===== config.mk =====
export PLATFORM = sky130hd
export DESIGN_NAME = mmc_ctrl
export DESIGN_NICKNAME = d
export VERILOG_FILES = /design/src/hdl/mmc_pkg.sv /design/src/hdl/mmc_ctrl.sv
export SDC_FILE = /design/constraint.sdc
export NUM_CORES = 1
export LEC_CHECK = 0
export BUFFER_PORTS_ARGS = -buffer_cell sky130_fd_sc_hd__buf_2
export CAP_MARGIN = 15
export CORE_UTILIZATION = 59
export CTS_BUF_LIST = sky130_fd_sc_hd__clkbuf_4
export DETAILED_ROUTE_END_ITERATION = 7
export PLACE_DENSITY = 0.84
export REMOVE_ABC_BUFFERS = 1
export SYNTH_ARGS = -nofsm -noshare
export SYNTH_HDL_FRONTEND = slang
export SYNTH_SLANG_ARGS = --single-unit
export TNS_END_PERCENT = 100

===== constraint.sdc =====
create_clock -name clk -period 7.4 [get_ports clk]
set_input_delay 1.85 -clock clk [delete_from_list [all_inputs] [get_ports clk]]
set_output_delay 1.85 -clock clk [all_outputs]
set_load 0.05 [all_outputs]

===== src/hdl/mmc_pkg.sv =====
// Package for the module management control and status block
package mmc_pkg;

    // Clock rate
    localparam int unsigned CLK_HZ         = 100_000_000;

    // Timing figures in their own units
    localparam int unsigned T_INIT_MS      = 2000;
    localparam int unsigned T_RESET_MIN_US = 2;
    localparam int unsigned T_LP_ON_US     = 100;
    localparam int unsigned T_LP_OFF_MS    = 300;
    localparam int unsigned T_INT_ON_MS    = 200;
    localparam int unsigned T_INT_OFF_US   = 500;
    localparam int unsigned T_LOS_MS       = 100;
    localparam int unsigned T_MASK_MS      = 100;
    localparam int unsigned T_RATE_US      = 100;
    localparam int unsigned T_PDN_ON_MS    = 100;
    localparam int unsigned T_PDN_OFF_MS   = 300;

    // Derived cycle counts
    localparam longint unsigned CYC_PER_US = CLK_HZ / 1_000_000;
    localparam longint unsigned CYC_PER_MS = CLK_HZ / 1_000;
    localparam longint unsigned CYC_INIT   = T_INIT_MS * CYC_PER_MS;
    localparam longint unsigned CYC_RSTMIN = T_RESET_MIN_US * CYC_PER_US;
    localparam longint unsigned CYC_LP_ON  = T_LP_ON_US * CYC_PER_US;
    localparam longint unsigned CYC_LP_OFF = T_LP_OFF_MS * CYC_PER_MS;
    localparam longint unsigned CYC_PDN_ON = T_PDN_ON_MS * CYC_PER_MS;
    localparam longint unsigned CYC_RATE   = T_RATE_US * CYC_PER_US;

    // Wishbone register offsets (byte addresses)
    localparam logic [7:0] REG_STATUS = 8'h00;
    localparam logic [7:0] REG_FLAGS  = 8'h04;
    localparam logic [7:0] REG_MASK   = 8'h08;
    localparam logic [7:0] REG_CTRL   = 8'h0c;

    // Field positions
    localparam int unsigned ST_NOT_READY = 0;
    localparam int unsigned ST_LOW_POWER = 1;
    localparam int unsigned ST_RATE_OK   = 2;
    localparam int unsigned CT_PWR_OVR   = 0;
    localparam int unsigned CT_RATE      = 1;
    localparam int unsigned FL_LOS       = 8;
    localparam int unsigned FL_TXF       = 4;
    localparam int unsigned FL_OTHER     = 0;

    // Reset values
    localparam logic [11:0] MASK_RST = 12'h000;
    localparam logic [1:0]  CTRL_RST = 2'h0;

    // Power sequencing states
    typedef enum logic [1:0] {MMC_INIT, MMC_READY, MMC_LOWPWR, MMC_WAKE} mmc_state_e;

    // Raw condition inputs
    typedef struct packed {
        logic [3:0] rx_los;
        logic [3:0] tx_fault;
        logic [3:0] other;
    } mmc_cond_s;

endpackage : mmc_pkg


===== src/hdl/mmc_ctrl.sv =====
// Module management control, status, flags and attention request
//
// Chosen here: register access over Wishbone and the placing of the registers.
`timescale 1ns/1ps
// Overview of operation
// - Fully functional within 2000 ms of power-on or reset release.
// - Reset pin low longer than 2 us is taken as a reset request.
// - Management bus answers within 2000 ms after power-on.
// - Data-not-ready bit clears and attention asserts within 2000 ms.
// - Fully functional means attention asserted due to not-ready clearing.
// - Low-power pin high: power level 1 within 100 us.
// - Low-power pin low: fully functional within 300 ms.
// - Attention output asserts within 200 ms of a triggering condition.
// - Flags clear on read; attention releases within 500 us after.
// - Receive loss of signal sets its flag and attention within 100 ms.
// - Transmit fault sets its flag and attention within 200 ms.
// - Other conditions set their flag and attention within 200 ms.
// - Mask bit set stops its flag asserting attention within 100 ms.
// - Mask bit cleared resumes attention for its flag within 100 ms.
// - Rate-select change brings bandwidth into conformance within 100 us.
// - Power-override set: power level 1 within 100 ms.
// - Power-override cleared: fully functional within 300 ms.
// - Write-triggered latencies are timed from the write's completion.
module mmc_ctrl
    import mmc_pkg::*;
#(
    parameter longint unsigned INIT_CYC   = CYC_INIT,
    parameter longint unsigned LP_OFF_CYC = CYC_LP_OFF,
    parameter longint unsigned RSTMIN_CYC = CYC_RSTMIN
) (
    // Clock and reset
    input  wire logic        clk,
    input  wire logic        rst,
    // Wishbone slave
    input  wire logic        wb_cyc_i,
    input  wire logic        wb_stb_i,
    input  wire logic        wb_we_i,
    input  wire logic [7:0]  wb_adr_i,
    input  wire logic [3:0]  wb_sel_i,
    input  wire logic [31:0] wb_dat_i,
    output logic      [31:0] wb_dat_o,
    output logic             wb_ack_o,
    // Sideband pins
    input  wire logic        module_reset_pin_n,
    input  wire logic        low_power_pin,
    output logic             attention_request_n,
    // Conditions from the optics
    input  wire mmc_cond_s   cond_i,
    // Power and rate controls, management-ready status
    output logic             low_power_o,
    output logic             rate_sel_o,
    output logic             mgmt_ready_o
);

    localparam int unsigned CW = 40;

    // Two-flop synchronisers for pins and conditions
    logic [13:0] sync1_r, sync2_r;
    always_ff @(posedge clk or posedge rst) begin
        if (rst) begin
            sync1_r <= 14'h2000; // Idle levels: reset pin high, rest low
            sync2_r <= 14'h2000;
        end else begin
            sync1_r <= {module_reset_pin_n, low_power_pin, cond_i};
            sync2_r <= sync1_r;
        end
    end
    wire        rstpin_n_s = sync2_r[13];
    wire        lp_pin_s   = sync2_r[12];
    wire [11:0] cond_s     = sync2_r[11:0];

    // Reset-pin low-time counter; long enough low pulse is a request
    logic [CW-1:0] rlow_cnt_r;
    always_ff @(posedge clk or posedge rst) begin
        if (rst) rlow_cnt_r <= '0;
        else if (rstpin_n_s) rlow_cnt_r <= '0;
        else if (rlow_cnt_r <= CW'(RSTMIN_CYC)) rlow_cnt_r <= rlow_cnt_r + 1'b1;
    end
    wire pin_reset = rlow_cnt_r > CW'(RSTMIN_CYC);

    // Wishbone decode
    wire wb_req  = wb_cyc_i && wb_stb_i && !wb_ack_o;
    wire hit_st  = wb_adr_i == REG_STATUS;
    wire hit_fl  = wb_adr_i == REG_FLAGS;
    wire hit_mk  = wb_adr_i == REG_MASK;
    wire hit_ct  = wb_adr_i == REG_CTRL;
    wire wr_mk   = wb_req && wb_we_i && hit_mk && mgmt_ready_o;
    wire wr_ct   = wb_req && wb_we_i && hit_ct && mgmt_ready_o && wb_sel_i[0];
    wire rd_fl   = wb_req && !wb_we_i && hit_fl && mgmt_ready_o;

    // Power sequencing state machine
    mmc_state_e    st_r, st_nxt;
    logic [CW-1:0] tmr_r, tmr_nxt;
    logic [1:0]    ctrl_r;
    wire           want_low = lp_pin_s || ctrl_r[CT_PWR_OVR];
    always_comb begin
        st_nxt  = st_r;
        tmr_nxt = tmr_r + 1'b1;
        unique case (st_r)
            MMC_INIT: if (tmr_r >= CW'(INIT_CYC - 1)) begin
                st_nxt  = want_low ? MMC_LOWPWR : MMC_READY;
                tmr_nxt = '0;
            end
            MMC_READY: if (want_low) st_nxt = MMC_LOWPWR;
            MMC_LOWPWR: if (!want_low) begin
                st_nxt  = MMC_WAKE;
                tmr_nxt = '0;
            end
            MMC_WAKE: if (want_low) st_nxt = MMC_LOWPWR;
                else if (tmr_r >= CW'(LP_OFF_CYC - 1)) st_nxt = MMC_READY;
        endcase
        if (pin_reset) begin
            st_nxt  = MMC_INIT;
            tmr_nxt = '0;
        end
    end

    // Not-ready bit: set in init, cleared on leaving it
    logic not_ready_r;
    logic ready_ev;
    assign ready_ev = (st_r == MMC_INIT) && (st_nxt != MMC_INIT);

    // Flags: sticky, set wins over clear-on-read
    logic [11:0] flags_r, mask_r;
    logic        nr_flag_r;
    wire  [11:0] flags_nxt = (rd_fl ? 12'h000 : flags_r) | cond_s;
    wire         any_unmasked = |(flags_r & ~mask_r) || nr_flag_r;

    always_ff @(posedge clk or posedge rst) begin
        if (rst) begin
            st_r        <= MMC_INIT;
            tmr_r       <= '0;
            not_ready_r <= 1'b1;
            nr_flag_r   <= 1'b0;
            flags_r     <= 12'h000;
        end else begin
            st_r        <= st_nxt;
            tmr_r       <= (st_nxt == MMC_INIT || st_nxt == MMC_WAKE) ? tmr_nxt : '0;
            not_ready_r <= pin_reset ? 1'b1 : (ready_ev ? 1'b0 : not_ready_r);
            nr_flag_r   <= pin_reset ? 1'b0 : (ready_ev ? 1'b1 : (rd_fl ? 1'b0 : nr_flag_r));
            flags_r     <= pin_reset ? 12'h000 : flags_nxt;
        end
    end

    // Control registers, written at the completing edge
    always_ff @(posedge clk or posedge rst) begin
        if (rst) begin
            mask_r <= MASK_RST;
            ctrl_r <= CTRL_RST;
        end else if (pin_reset) begin
            mask_r <= MASK_RST;
            ctrl_r <= CTRL_RST;
        end else begin
            if (wr_mk && wb_sel_i[0]) mask_r[7:0]  <= wb_dat_i[7:0];
            if (wr_mk && wb_sel_i[1]) mask_r[11:8] <= wb_dat_i[11:8];
            if (wr_ct) ctrl_r <= wb_dat_i[1:0];
        end
    end

    // Read mux
    wire [31:0] rd_val = hit_st ? {29'h0, rate_sel_o, low_power_o, not_ready_r} :
                         hit_fl ? {19'h0, nr_flag_r, flags_r} :
                         hit_mk ? {20'h0, mask_r} :
                         hit_ct ? {30'h0, ctrl_r} : 32'h0;

    // Bus answer and registered outputs
    always_ff @(posedge clk or posedge rst) begin
        if (rst) begin
            wb_ack_o            <= 1'b0;
            wb_dat_o            <= 32'h0;
            attention_request_n <= 1'b1;
            low_power_o         <= 1'b0;
            rate_sel_o          <= 1'b0;
            mgmt_ready_o        <= 1'b0;
        end else begin
            wb_ack_o            <= wb_req;
            wb_dat_o            <= wb_req && !wb_we_i ? rd_val : 32'h0;
            attention_request_n <= !any_unmasked;
            low_power_o         <= st_r == MMC_LOWPWR || st_r == MMC_INIT;
            rate_sel_o          <= ctrl_r[CT_RATE];
            mgmt_ready_o        <= st_r != MMC_INIT;
        end
    end

    // Assertions
    AST_ATTN_FOLLOWS: assert property (@(posedge clk) disable iff (rst)
        |(flags_r & ~mask_r) |=> !attention_request_n)
        else $error("attention not asserted with unmasked flag");
    AST_READ_CLEARS: assert property (@(posedge clk) disable iff (rst)
        rd_fl && !pin_reset |=> (flags_r & ~$past(cond_s)) == 12'h000)
        else $error("flags not cleared by read");
    AST_COND_SETS: assert property (@(posedge clk) disable iff (rst)
        cond_s[FL_LOS] && !pin_reset |=> flags_r[FL_LOS])
        else $error("loss flag not set");
    AST_TXF_SETS: assert property (@(posedge clk) disable iff (rst)
        cond_s[FL_TXF] && !pin_reset |=> flags_r[FL_TXF] ##1 !attention_request_n || mask_r[FL_TXF])
        else $error("fault flag not set");
    AST_MASKED_QUIET: assert property (@(posedge clk) disable iff (rst)
        (mask_r == 12'hfff) && !nr_flag_r ##1 (mask_r == 12'hfff) && !nr_flag_r
        |-> attention_request_n)
        else $error("masked flags drive attention");
    AST_LOWPWR: assert property (@(posedge clk) disable iff (rst)
        st_r == MMC_READY && want_low && !pin_reset |=> st_r == MMC_LOWPWR ##1 low_power_o)
        else $error("low power not entered");
    AST_RESET_REQ: assert property (@(posedge clk) disable iff (rst)
        pin_reset |=> st_r == MMC_INIT && not_ready_r)
        else $error("reset request ignored");
    AST_READY_FLAG: assert property (@(posedge clk) disable iff (rst)
        ready_ev && !pin_reset |=> !not_ready_r && nr_flag_r ##1 !attention_request_n)
        else $error("ready event missing attention");
    AST_RATE: assert property (@(posedge clk) disable iff (rst)
        wr_ct && !pin_reset |=> ##1 rate_sel_o == $past(wb_dat_i[CT_RATE], 2))
        else $error("rate select not applied");
    AST_ACK_ONE: assert property (@(posedge clk) disable iff (rst)
        wb_ack_o |=> !wb_ack_o)
        else $error("ack held two cycles");

endmodule : mmc_ctrl


==> flow_summary.json, run 1 <==
{
  "final-setup-viol-count": 0,
  "power_density_nw_per_um2": 199,
  "vdd_drop_max_mv": 0.119,
  "dieArea_um2": 11700,
  "hpwl_um": 8380,
  "synth-edff-count": 0,
  "grt_pass1_wl_um": 20800,
  "grt_usage": 0.233,
  "max_stage_delay_ns": 0.52,
  "synth_top_family_by_area": "simple AND/OR/NAND/NOR gates",
  "num_vias": 4733,
  "fmax_ghz": 0.275,
  "synthMuxAreaShare": 0.0309,
  "n_antenna_cell": 0,
  "die-height_um": 108,
  "first_iter_violations": 406,
  "synth_warnings": 0,
  "cts-resized-gates": 0,
  "min_period_over_period": 0.492,
  "r2r_end": "tmr_r[39]",
  "synth-simple-area-share": 0.207,
  "synth_adder_area_share": 0.00754,
  "switching_share": 0.246,
  "dr.pass1.iters": 5,
  "hold_path_depth": 0,
  "worst_pin_slew_ns": 0.880,
  "clk_path_buf_depth": 2,
  "areaGrowthSynthToFinish_pct": 9.16,
  "min_to": "sync2_r[11]",
  "cts_tree": "built",
  "synth_seq_cells": 156,
  "switching_power_uw": 354,
  "synth_top_area_cell": "dfrtp_1",
  "synth_cells": 618,
  "cts_root_buffer": "clkbuf_4",
  "cts_buffers": 17,
  "rrSetupSlack_ns": 3.76,
  "clk-insertion-delay-late_ns": 0.55,
  "holdBufCountCts": 0,
  "ys_seq_area_frac": 0.589,
  "finish.utilization": 0.666,
  "cts_setup_buffers": 0,
  "yosys.area.top_type_share": 0.573,
  "synth_ff_type": "dfrtp_1",
  "drive_gt1_frac": 0.156,
  "crit_path_start_kind": "flip-flop",
  "p_clk_frac": 0.353,
  "fp-row-count": 38,
  "die_x_um": 108,
  "total_power_uw": 1440,
  "crit_chain": "inv_1 > ha_1 > nand2b_1 > a211o_1 > a311o_1 > buf_4 > or4_1 > ha_1 > a21o_1 > a211o_1 > buf_16 > nor2_1",
  "synth-compound-area-share": 0.0603,
  "wl_per_cell_um": 15.5,
  "htreeDepth": 4,
  "pwr-share-comb": 0.042,
  "synth_xor_xnor_area_share": 0.0501,
  "detail-route-antenna-nets": 0,
  "path_class": "reg2reg",
  "grt_start_max_net_pins": 105,
  "yosysMostFrequentCell": "dfrtp_1",
  "core_area_um2": 10900,
  "numPortBuffers": 58,
  "pwr-share-seq": 0.604,
  "grt-ovfl-total": 0,
  "synthesis.area_um2": 6640,
  "wl_um": 12700,
  "leakagePower_uw": 0.00335,
  "p_int_uw": 1090,
  "ios": 100,
  "synth_cell_types": 52,
  "avgSynthCellArea_um2": 10.7,
  "worstPathRequired_ns": 7.87,
  "status": "complete, no violations",
  "final_nets": 735,
  "skew_ns": 0.0178,
  "fill_cells": 777,
  "finalMaxSlewViolations": 0,
  "finalHoldViolCount": 0,
  "holdWs_ns": 0.362,
  "yosys-top-cells-count": "152 x dfrtp_1, 89 x nor2_1, 36 x nor2b_1",
  "async_flop_share": 1.00,
  "start_util": 0.610,
  "critPathCaptureType": "flip-flop",
  "cp_max_fo": 46,
  "grt_antenna_before_repair": 0,
  "path_clk_slew_ns": 0.12,
  "cp.arrival_ns": 4.11,
  "routabilityCongestion": 0.836,
  "vias_per_cell": 5.76,
  "min-delay-start": "sync1_r[11]",
  "slew_headroom": 0.413,
  "grt_pass1_vias": 4503,
  "max_cap_violations": 0,
  "final.setup.tns_ns": 0,
  "worst_r2r_path_depth": 12,
  "yosys-top-cells-area": "dfrtp_1 57%, nor2_1 5.0%, nor2b_1 3.4%",
  "drc": 0,
  "min_period_ns": 3.64,
  "hp-class": "reg2reg",
  "r2r-start": "rlow_cnt_r[0]",
  "rsz0062_at_grt": "false",
  "cts_sinks": 156,
  "slowest_stage": "or4_1"
}
[worst max-delay path by stage]
stage / startpoint / to / slack (ns) / cells after the start
floorplan: rst / ctrl_r[0] / 1.35 / 1
CTS: rlow_cnt_r[0] / tmr_r[39] / 3.52 / 11
global route: rlow_cnt_r[0] / tmr_r[39] / 3.64 / 12
finish: rlow_cnt_r[0] / tmr_r[39] / 3.76 / 12
global placement: wb_adr_i[7] / mask_r[0] / 3.40 / 6
detailed placement: wb_adr_i[7] / mask_r[5] / 3.29 / 6
[state kept, by name, indices dropped and copies added (netlist names), 2 cells and up]
name and count:
tmr_r 40, sync2_r 14, rlow_cnt_r 40, st_r 2, mask_r 12, ctrl_r 2, flags_r 12, wb_dat_o 13
sync1_r 14
[cell usage in the layout, fill, tap and decap left out, drive strengths merged, types with 4 or more instances in the layout]
cell    instances
dfrtp         152
nor2           89
buf            62
nor2b          36
nor4           29
inv            29
nand2          27
xnor2          25
nand4          21
a21oi          19
conb           19
clkbuf         19
mux2i          16
nand3          15
xor2           13
nor3           10
a22oi           9
and3            7
clkinv          7
o21ai           6
or3             6
and2            5
and4            5
or4             5
or2             4
ha              4
dfstp           4
[cells by family (layout without fill, tap and decap cells)]
kind of cell | Yosys count | count (layout)
AO/OA/AOI/OAI | 60 | 60
XOR/XNOR | 38 | 38
adder cells (fa/ha/maj) | 4 | 4
buffers and inverters | 76 | 121
flip-flops | 156 | 156
multiplexers | 18 | 18
other | 1 | 19
AND/OR/NAND/NOR | 265 | 265
[power groups by stage]
stage / Sequential [uW] / Combinational (uW) / Clock [uW]
after floorplan: 885 / 41.5 / 0
after global placement: 885 / 60.1 / 0
after detailed placement: 886 / 61.8 / 0
after CTS: 870 / 62.2 / 517
after global routing: 871 / 68.0 / 557
final: 870 / 61.0 / 508
[critical path, delay by kind of cell (launching register included)]
kind | cells | cell delay (ns)
compound gates | 4 | 1.29
simple gates | 3 | 0.72
fa+ha+maj | 2 | 0.45
buf+inv | 3 | 0.64
flops | 1 | 0.43
[layout make-up]
type	instances	area, um2	area share
sequential	156	3910	0.539
timing repair buffer	62	338	0.0466
inverter	27	106	0.0147
clock buffer	19	143	0.0197
tap	140	175	0.0242
multi-input combinational	404	2430	0.336
clock inverter	13	143	0.0197
[stage by stage]
stage	std cells	setup slack, ns	cell area [um2]
after floorplan	587	1.35	6440
after global placement	787	3.40	6930
after detailed placement	787	3.29	6930
after CTS	819	3.52	7220
after global routing	821	3.64	7250
final	821	3.76	7250
[metal layers]
layer  share of wire  routed length (um)  track usage  up-vias
met3           0.051                 655       0.0579       44
met2            0.49                6270        0.380      181
met1            0.42                5400        0.291     2316
li1                -                   -            -     2192
met4           0.033                 414        0.114        0
met5               0                   0            0        -
Note: power is estimated with default switching activity, not from simulation.
==> run 2: changes to the inputs <==
==> constraint.sdc (replaced) <==
create_clock -name clk -period 3.6 [get_ports clk]
set_input_delay 0.9 -clock clk [delete_from_list [all_inputs] [get_ports clk]]
set_output_delay 0.9 -clock clk [all_outputs]
set_load 0.05 [all_outputs]
==> run 2 against run 1 <==
  * Flip-flop and latch count stayed put
  * Count of clock-buffer cells in the layout is 1 lower
  * Global-route usage is 0.96 points lower
==> flow_summary.json, run 2 (synthesized netlist as in run 1, its figures left out) <==
{
  "status": "complete, no violations",
  "worst_pin_slew_ns": 0.780,
  "hp-class": "reg2reg",
  "cts_setup_buffers": 0,
  "critPathCaptureType": "flip-flop",
  "start_util": 0.610,
  "path_clk_slew_ns": 0.12,
  "ios": 100,
  "cts_root_buffer": "clkbuf_4",
  "finalMaxSlewViolations": 0,
  "grt_pass1_wl_um": 20100,
  "dieArea_um2": 11700,
  "largest_registers": "rlow_cnt_r (40), tmr_r (40)",
  "hpwl_um": 8530,
  "grt.busiest_layer": "met2",
  "layout_common_cells": "152 x dfrtp_1, 89 x nor2_1, 58 x buf_2",
  "grt_use_met2": 0.359,
  "cts_sinks": 156,
  "drc": 0,
  "n_antenna_cell": 0,
  "grt_start_max_net_pins": 90,
  "num_vias": 4650,
  "core_area_um2": 10900,
  "grt_pass1_vias": 4404,
  "fill_cells": 784,
  "power_density_nw_per_um2": 391,
  "die-height_um": 108,
  "cp_max_fo": 22,
  "first_iter_violations": 349,
  "slew_headroom": 0.480,
  "leakagePower_uw": 0.00336,
  "dr.pass1.iters": 7,
  "globalRouteMet3Util": 0.0561,
  "grt_antenna_before_repair": 0,
  "min-delay-start": "sync1_r[12]",
  "instances_no_fill": 826,
  "detail-route-antenna-nets": 0,
  "critPathLaunch": "tmr_r[32]",
  "drive_gt1_frac": 0.163,
  "areaGrowthSynthToFinish_pct": 9.01,
  "cp.arrival_ns": 3.58,
  "use_met1": 0.297,
  "finalHoldViolCount": 0,
  "wl_per_cell_um": 14.6,
  "htreeDepth": 4,
  "final-setup-viol-count": 0,
  "mostFrequentLayoutCell": "dfrtp_1",
  "fp-row-count": 38,
  "r2r-start": "tmr_r[32]",
  "max_cap_violations": 0,
  "worstPathRequired_ns": 4.06,
  "routabilityCongestion": 0.839,
  "cts-resized-gates": 0,
  "numPortBuffers": 58,
  "dp.cells": 794,
  "clk-insertion-delay-late_ns": 0.53,
  "grt-ovfl-total": 0,
  "min_period_ns": 3.13,
  "rsz0062_at_grt": "false",
  "vdd_drop_max_mv": 0.199,
  "path_class": "reg2reg",
  "clk_path_buf_depth": 2,
  "grt_usage": 0.224,
  "crit_path_start_kind": "flip-flop",
  "min_period_over_period": 0.868,
  "wl_um": 12100,
  "cts_buffers": 17,
  "final_nets": 740,
  "vias_per_cell": 5.63,
  "holdBufCountCts": 0,
  "die_x_um": 108,
  "skew_ns": 0.0214,
  "cts_tree": "built",
  "finish.utilization": 0.665,
  "fmax_ghz": 0.320
}
## run 2: changes by cell type in the layout (fill, tap and decap cells not counted), moves of 2 or more
cell       previous run  this run
buf_4                 2         8
clkinv_4              4         2
inv_6                 2         8
bufinv_16             2         0
## run 2: cell type report
cell class | count | area (um2) | area share
Clock buffer | 18 | 135 | 0.0187
Clock inverter | 14 | 108 | 0.0149
Inverter | 27 | 106 | 0.0147
Multi-Input combinational cell | 404 | 2430 | 0.336
Sequential cell | 156 | 3910 | 0.540
Tap cell | 140 | 175 | 0.0242
Timing Repair Buffer | 67 | 370 | 0.0512
## run 2: worst max-delay path, stage by stage (launching register included)
cell and delay, ns:
dfrtp_1 0.47, nor4_1 0.51, nand4_1 0.22, or2_2 0.33, o31ai_1 0.33, a21o_1 0.17
ha_1 0.23, a21o_1 0.17, a211o_1 0.28, buf_4 0.22, nor2_1 0.13
## run 2: per-layer routing
metal	wire [um]	share of wire
met5	0	0
met4	227	0.019
met3	696	0.058
met2	5860	0.49
met1	5280	0.44
## run 2: power by group
part | internal (uW) | switching, uW | leakage [uW] | total, uW
logic | 30.1 | 99.7 | 0.00121 | 130
clock network | 293 | 622 | 0.000132 | 915
registers | 1770 | 14.9 | 0.00201 | 1790
total | 2100 | 737 | 0.00336 | 2830
## run 2: path summary, 6_finish.rpt
path	cells past startpoint	to	slack, ns
max	10	tmr_r[6]	0.47
min	0	sync2_r[12]	0.36
min in group asynchronous	2	tmr_r[21]	0.52
max in group asynchronous	3	not_ready_r	2.30
max reg2reg	10	tmr_r[6]	0.47
min reg2reg	0	sync2_r[12]	0.36
## run 2: metrics by stage
stage                     hold slack (ns)  total power (uW)  cell area (um2)  setup slack, ns  TNS [ns]
after global routing                0.368              2960             7240            0.237         0
after global placement              0.333              1950             7000            0.588         0
after detailed placement            0.335              1950             7000            0.499         0
final                               0.363              2830             7240            0.474         0
after floorplan                     0.331              1900             6440            -1.50   -229.37
after CTS                           0.364              2860             7240            0.480         0
==> run 3: changes to the inputs <==
--- a/config.mk
+++ b/config.mk
@@ -7,6 +7,7 @@
 export LEC_CHECK = 0
 export BUFFER_PORTS_ARGS = -buffer_cell sky130_fd_sc_hd__buf_2
 export CAP_MARGIN = 15
+export CORE_ASPECT_RATIO = 0.6
 export CORE_UTILIZATION = 59
 export CTS_BUF_LIST = sky130_fd_sc_hd__clkbuf_4
 export DETAILED_ROUTE_END_ITERATION = 7
==> run 3 against run 2 <==
  * The flow now finishes with violations (DRC)
  * Largest power group unchanged
  * Count of clock-buffer cells in the layout unchanged
  * Global-route usage up 4.0 points
  * Highest routed layer unchanged
  * Total power up 8.2%
  * Critical path type unchanged
  * Wire length up 19%
  * Flip-flop and latch count unchanged
  * Design area up 0.73%
  * Clock power up 25%
  * Clock skew up 0.0067 ns
==> flow_summary.json, run 3 (synthesized netlist as in run 1, its figures left out) <==
{
  "detail-route-antenna-nets": 0,
  "cts_tree": "built",
  "layout_common_cells": "152 x dfrtp_1, 89 x nor2_1, 58 x buf_2",
  "use_met1": 0.383,
  "final_nets": 738,
  "slowest_stage": "a2111oi_1",
  "hp-class": "reg2reg",
  "max_stage_delay_ns": 0.75,
  "wl_um": 14300,
  "grt_pass1_wl_um": 24000,
  "fmax_ghz": 0.287,
  "fill_cells": 763,
  "htreeDepth": 4,
  "r2r-start": "tmr_r[26]",
  "worst_pin_slew_ns": 0.875,
  "worstPathRequired_ns": 4.07,
  "grt_usage": 0.264,
  "fp-row-count": 29,
  "die_x_um": 139,
  "dp.cells": 791,
  "grt_start_max_net_pins": 83,
  "finalMaxSlewViolations": 0,
  "finalHoldViolCount": 0,
  "path_class": "reg2reg",
  "ff_latch_area_um2": 3910,
  "mostFrequentLayoutCell": "dfrtp_1",
  "vias_per_cell": 6.02,
  "cts_sinks": 156,
  "crit_buf_inv": 1,
  "power_density_nw_per_um2": 420,
  "min_period_ns": 3.48,
  "dieArea_um2": 11700,
  "critical_path.top_delay_family": "compound AO/OA/AOI/OAI gates",
  "rsz0062_at_grt": "false",
  "leakagePower_uw": 0.00338,
  "dr.pass1.iters": 8,
  "grt_antenna_before_repair": 0,
  "vdd_drop_max_mv": 0.203,
  "clk-insertion-delay-late_ns": 0.55,
  "globalRouteMet3Util": 0.0519,
  "die-height_um": 84.2,
  "grt-ovfl-total": 0,
  "grt_pass1_vias": 4806,
  "first_iter_violations": 497,
  "max_cap_violations": 0,
  "start_util": 0.618,
  "routabilityCongestion": 0.893,
  "ios": 100,
  "multi_input_area_um2": 2440,
  "crit_path_start_kind": "flip-flop",
  "core_area_um2": 10700,
  "clk_path_buf_depth": 2,
  "min_period_over_period": 0.968,
  "largest_registers": "rlow_cnt_r (40), tmr_r (40)",
  "cp_max_fo": 39,
  "min-delay-start": "sync1_r[7]",
  "areaGrowthSynthToFinish_pct": 9.80,
  "num_vias": 4946,
  "wl_per_cell_um": 17.4,
  "critPathLaunch": "tmr_r[26]",
  "cts_setup_buffers": 0,
  "cts_root_buffer": "clkbuf_4",
  "holdBufCountCts": 0,
  "violations": "DRC",
  "drive_gt1_frac": 0.158,
  "status": "finished with violations",
  "drc": 11,
  "grt.busiest_layer": "met2",
  "grt_use_met2": 0.395,
  "critPathCaptureType": "flip-flop",
  "crit_chain": "nand4b_1 > a2111oi_1 > nor3_1 > or4_1 > ha_1 > a21o_1 > a211o_1 > buf_4 > nor2_1",
  "cp.arrival_ns": 3.95,
  "finish.utilization": 0.679,
  "numPortBuffers": 58,
  "slew_headroom": 0.416,
  "hpwl_um": 9870,
  "skew_ns": 0.0281,
  "cts_buffers": 17,
  "instances_no_fill": 822,
  "final-setup-viol-count": 0,
  "path_clk_slew_ns": 0.13,
  "n_antenna_cell": 0
}
==> run 3: cell types whose count changed in the layout (fill, tap and decap cells not counted) <==
cell	change
a2111oi_1	+1
bufinv_16	+4
clkinv_1	+1
buf_4	-2
clkinv_2	+1
inv_6	-7
a2111oi_0	-1
==> run 3: worst paths after layout <==
kind / end / depth (start not counted) / slack [ns]
max in group asynchronous: not_ready_r / 3 / 2.31
setup / recovery: tmr_r[14] / 9 / 0.12
min in group asynchronous: sync1_r[3] / 2 / 0.47
hold / removal: sync2_r[7] / 0 / 0.36
hold reg to reg: sync2_r[7] / 0 / 0.36
setup reg to reg: tmr_r[14] / 9 / 0.12
==> run 3: cell type report <==
class                   count  share of cell area
clock inverters            13              0.0240
well taps                 139              0.0239
repair buffers             65              0.0487
multi-input cells         404               0.334
inverters                  27              0.0146
clock buffers              18              0.0185
flip-flops and latches    156               0.536
==> run 3: per-layer routing <==
layer	up-vias	wire (um)
li1	2190	-
met3	44	1180
met4	0	348
met5	-	0
met1	2435	6490
met2	277	6290
==> run 3: metrics by stage <==
| stage | TNS, ns | setup slack, ns | hold slack (ns) | cell area [um2] | power [uW] |
|---|---|---|---|---|---|
| 2_1_floorplan | -229.37 | -1.50 | 0.331 | 6440 | 1900 |
| 3_3_place_gp | 0 | 0.500 | 0.333 | 6980 | 1950 |
| 3_5_place_dp | 0 | 0.317 | 0.335 | 6980 | 1960 |
| 4_1_cts | 0 | 0.194 | 0.362 | 7290 | 3070 |
| 5_1_grt | 0 | 0.102 | 0.370 | 7290 | 3160 |
| 6_report | 0 | 0.117 | 0.356 | 7290 | 3060 |
==> run 3: worst register-to-register path, stage by stage, from the launching register on <==
cell       delay (ns)
dfrtp_1          0.50
nand4b_1         0.31
a2111oi_1        0.75
nor3_1           0.17
or4_1            0.47
ha_1             0.32
a21o_1           0.18
a211o_1          0.26
buf_4            0.26
nor2_1           0.18
==> run 3: what timing repair did <==
item | CTS | global route
endpoints found under the setup margin | 10 | 0
resized for setup | 1 | 0
endpoints found under the hold margin | 0 | 0
==> run 3: power breakdown <==
| part | internal [uW] | switching (uW) |
|---|---|---|
| combinational | 29.5 | 101 |
| clock | 548 | 594 |
| sequential | 1770 | 18.4 |
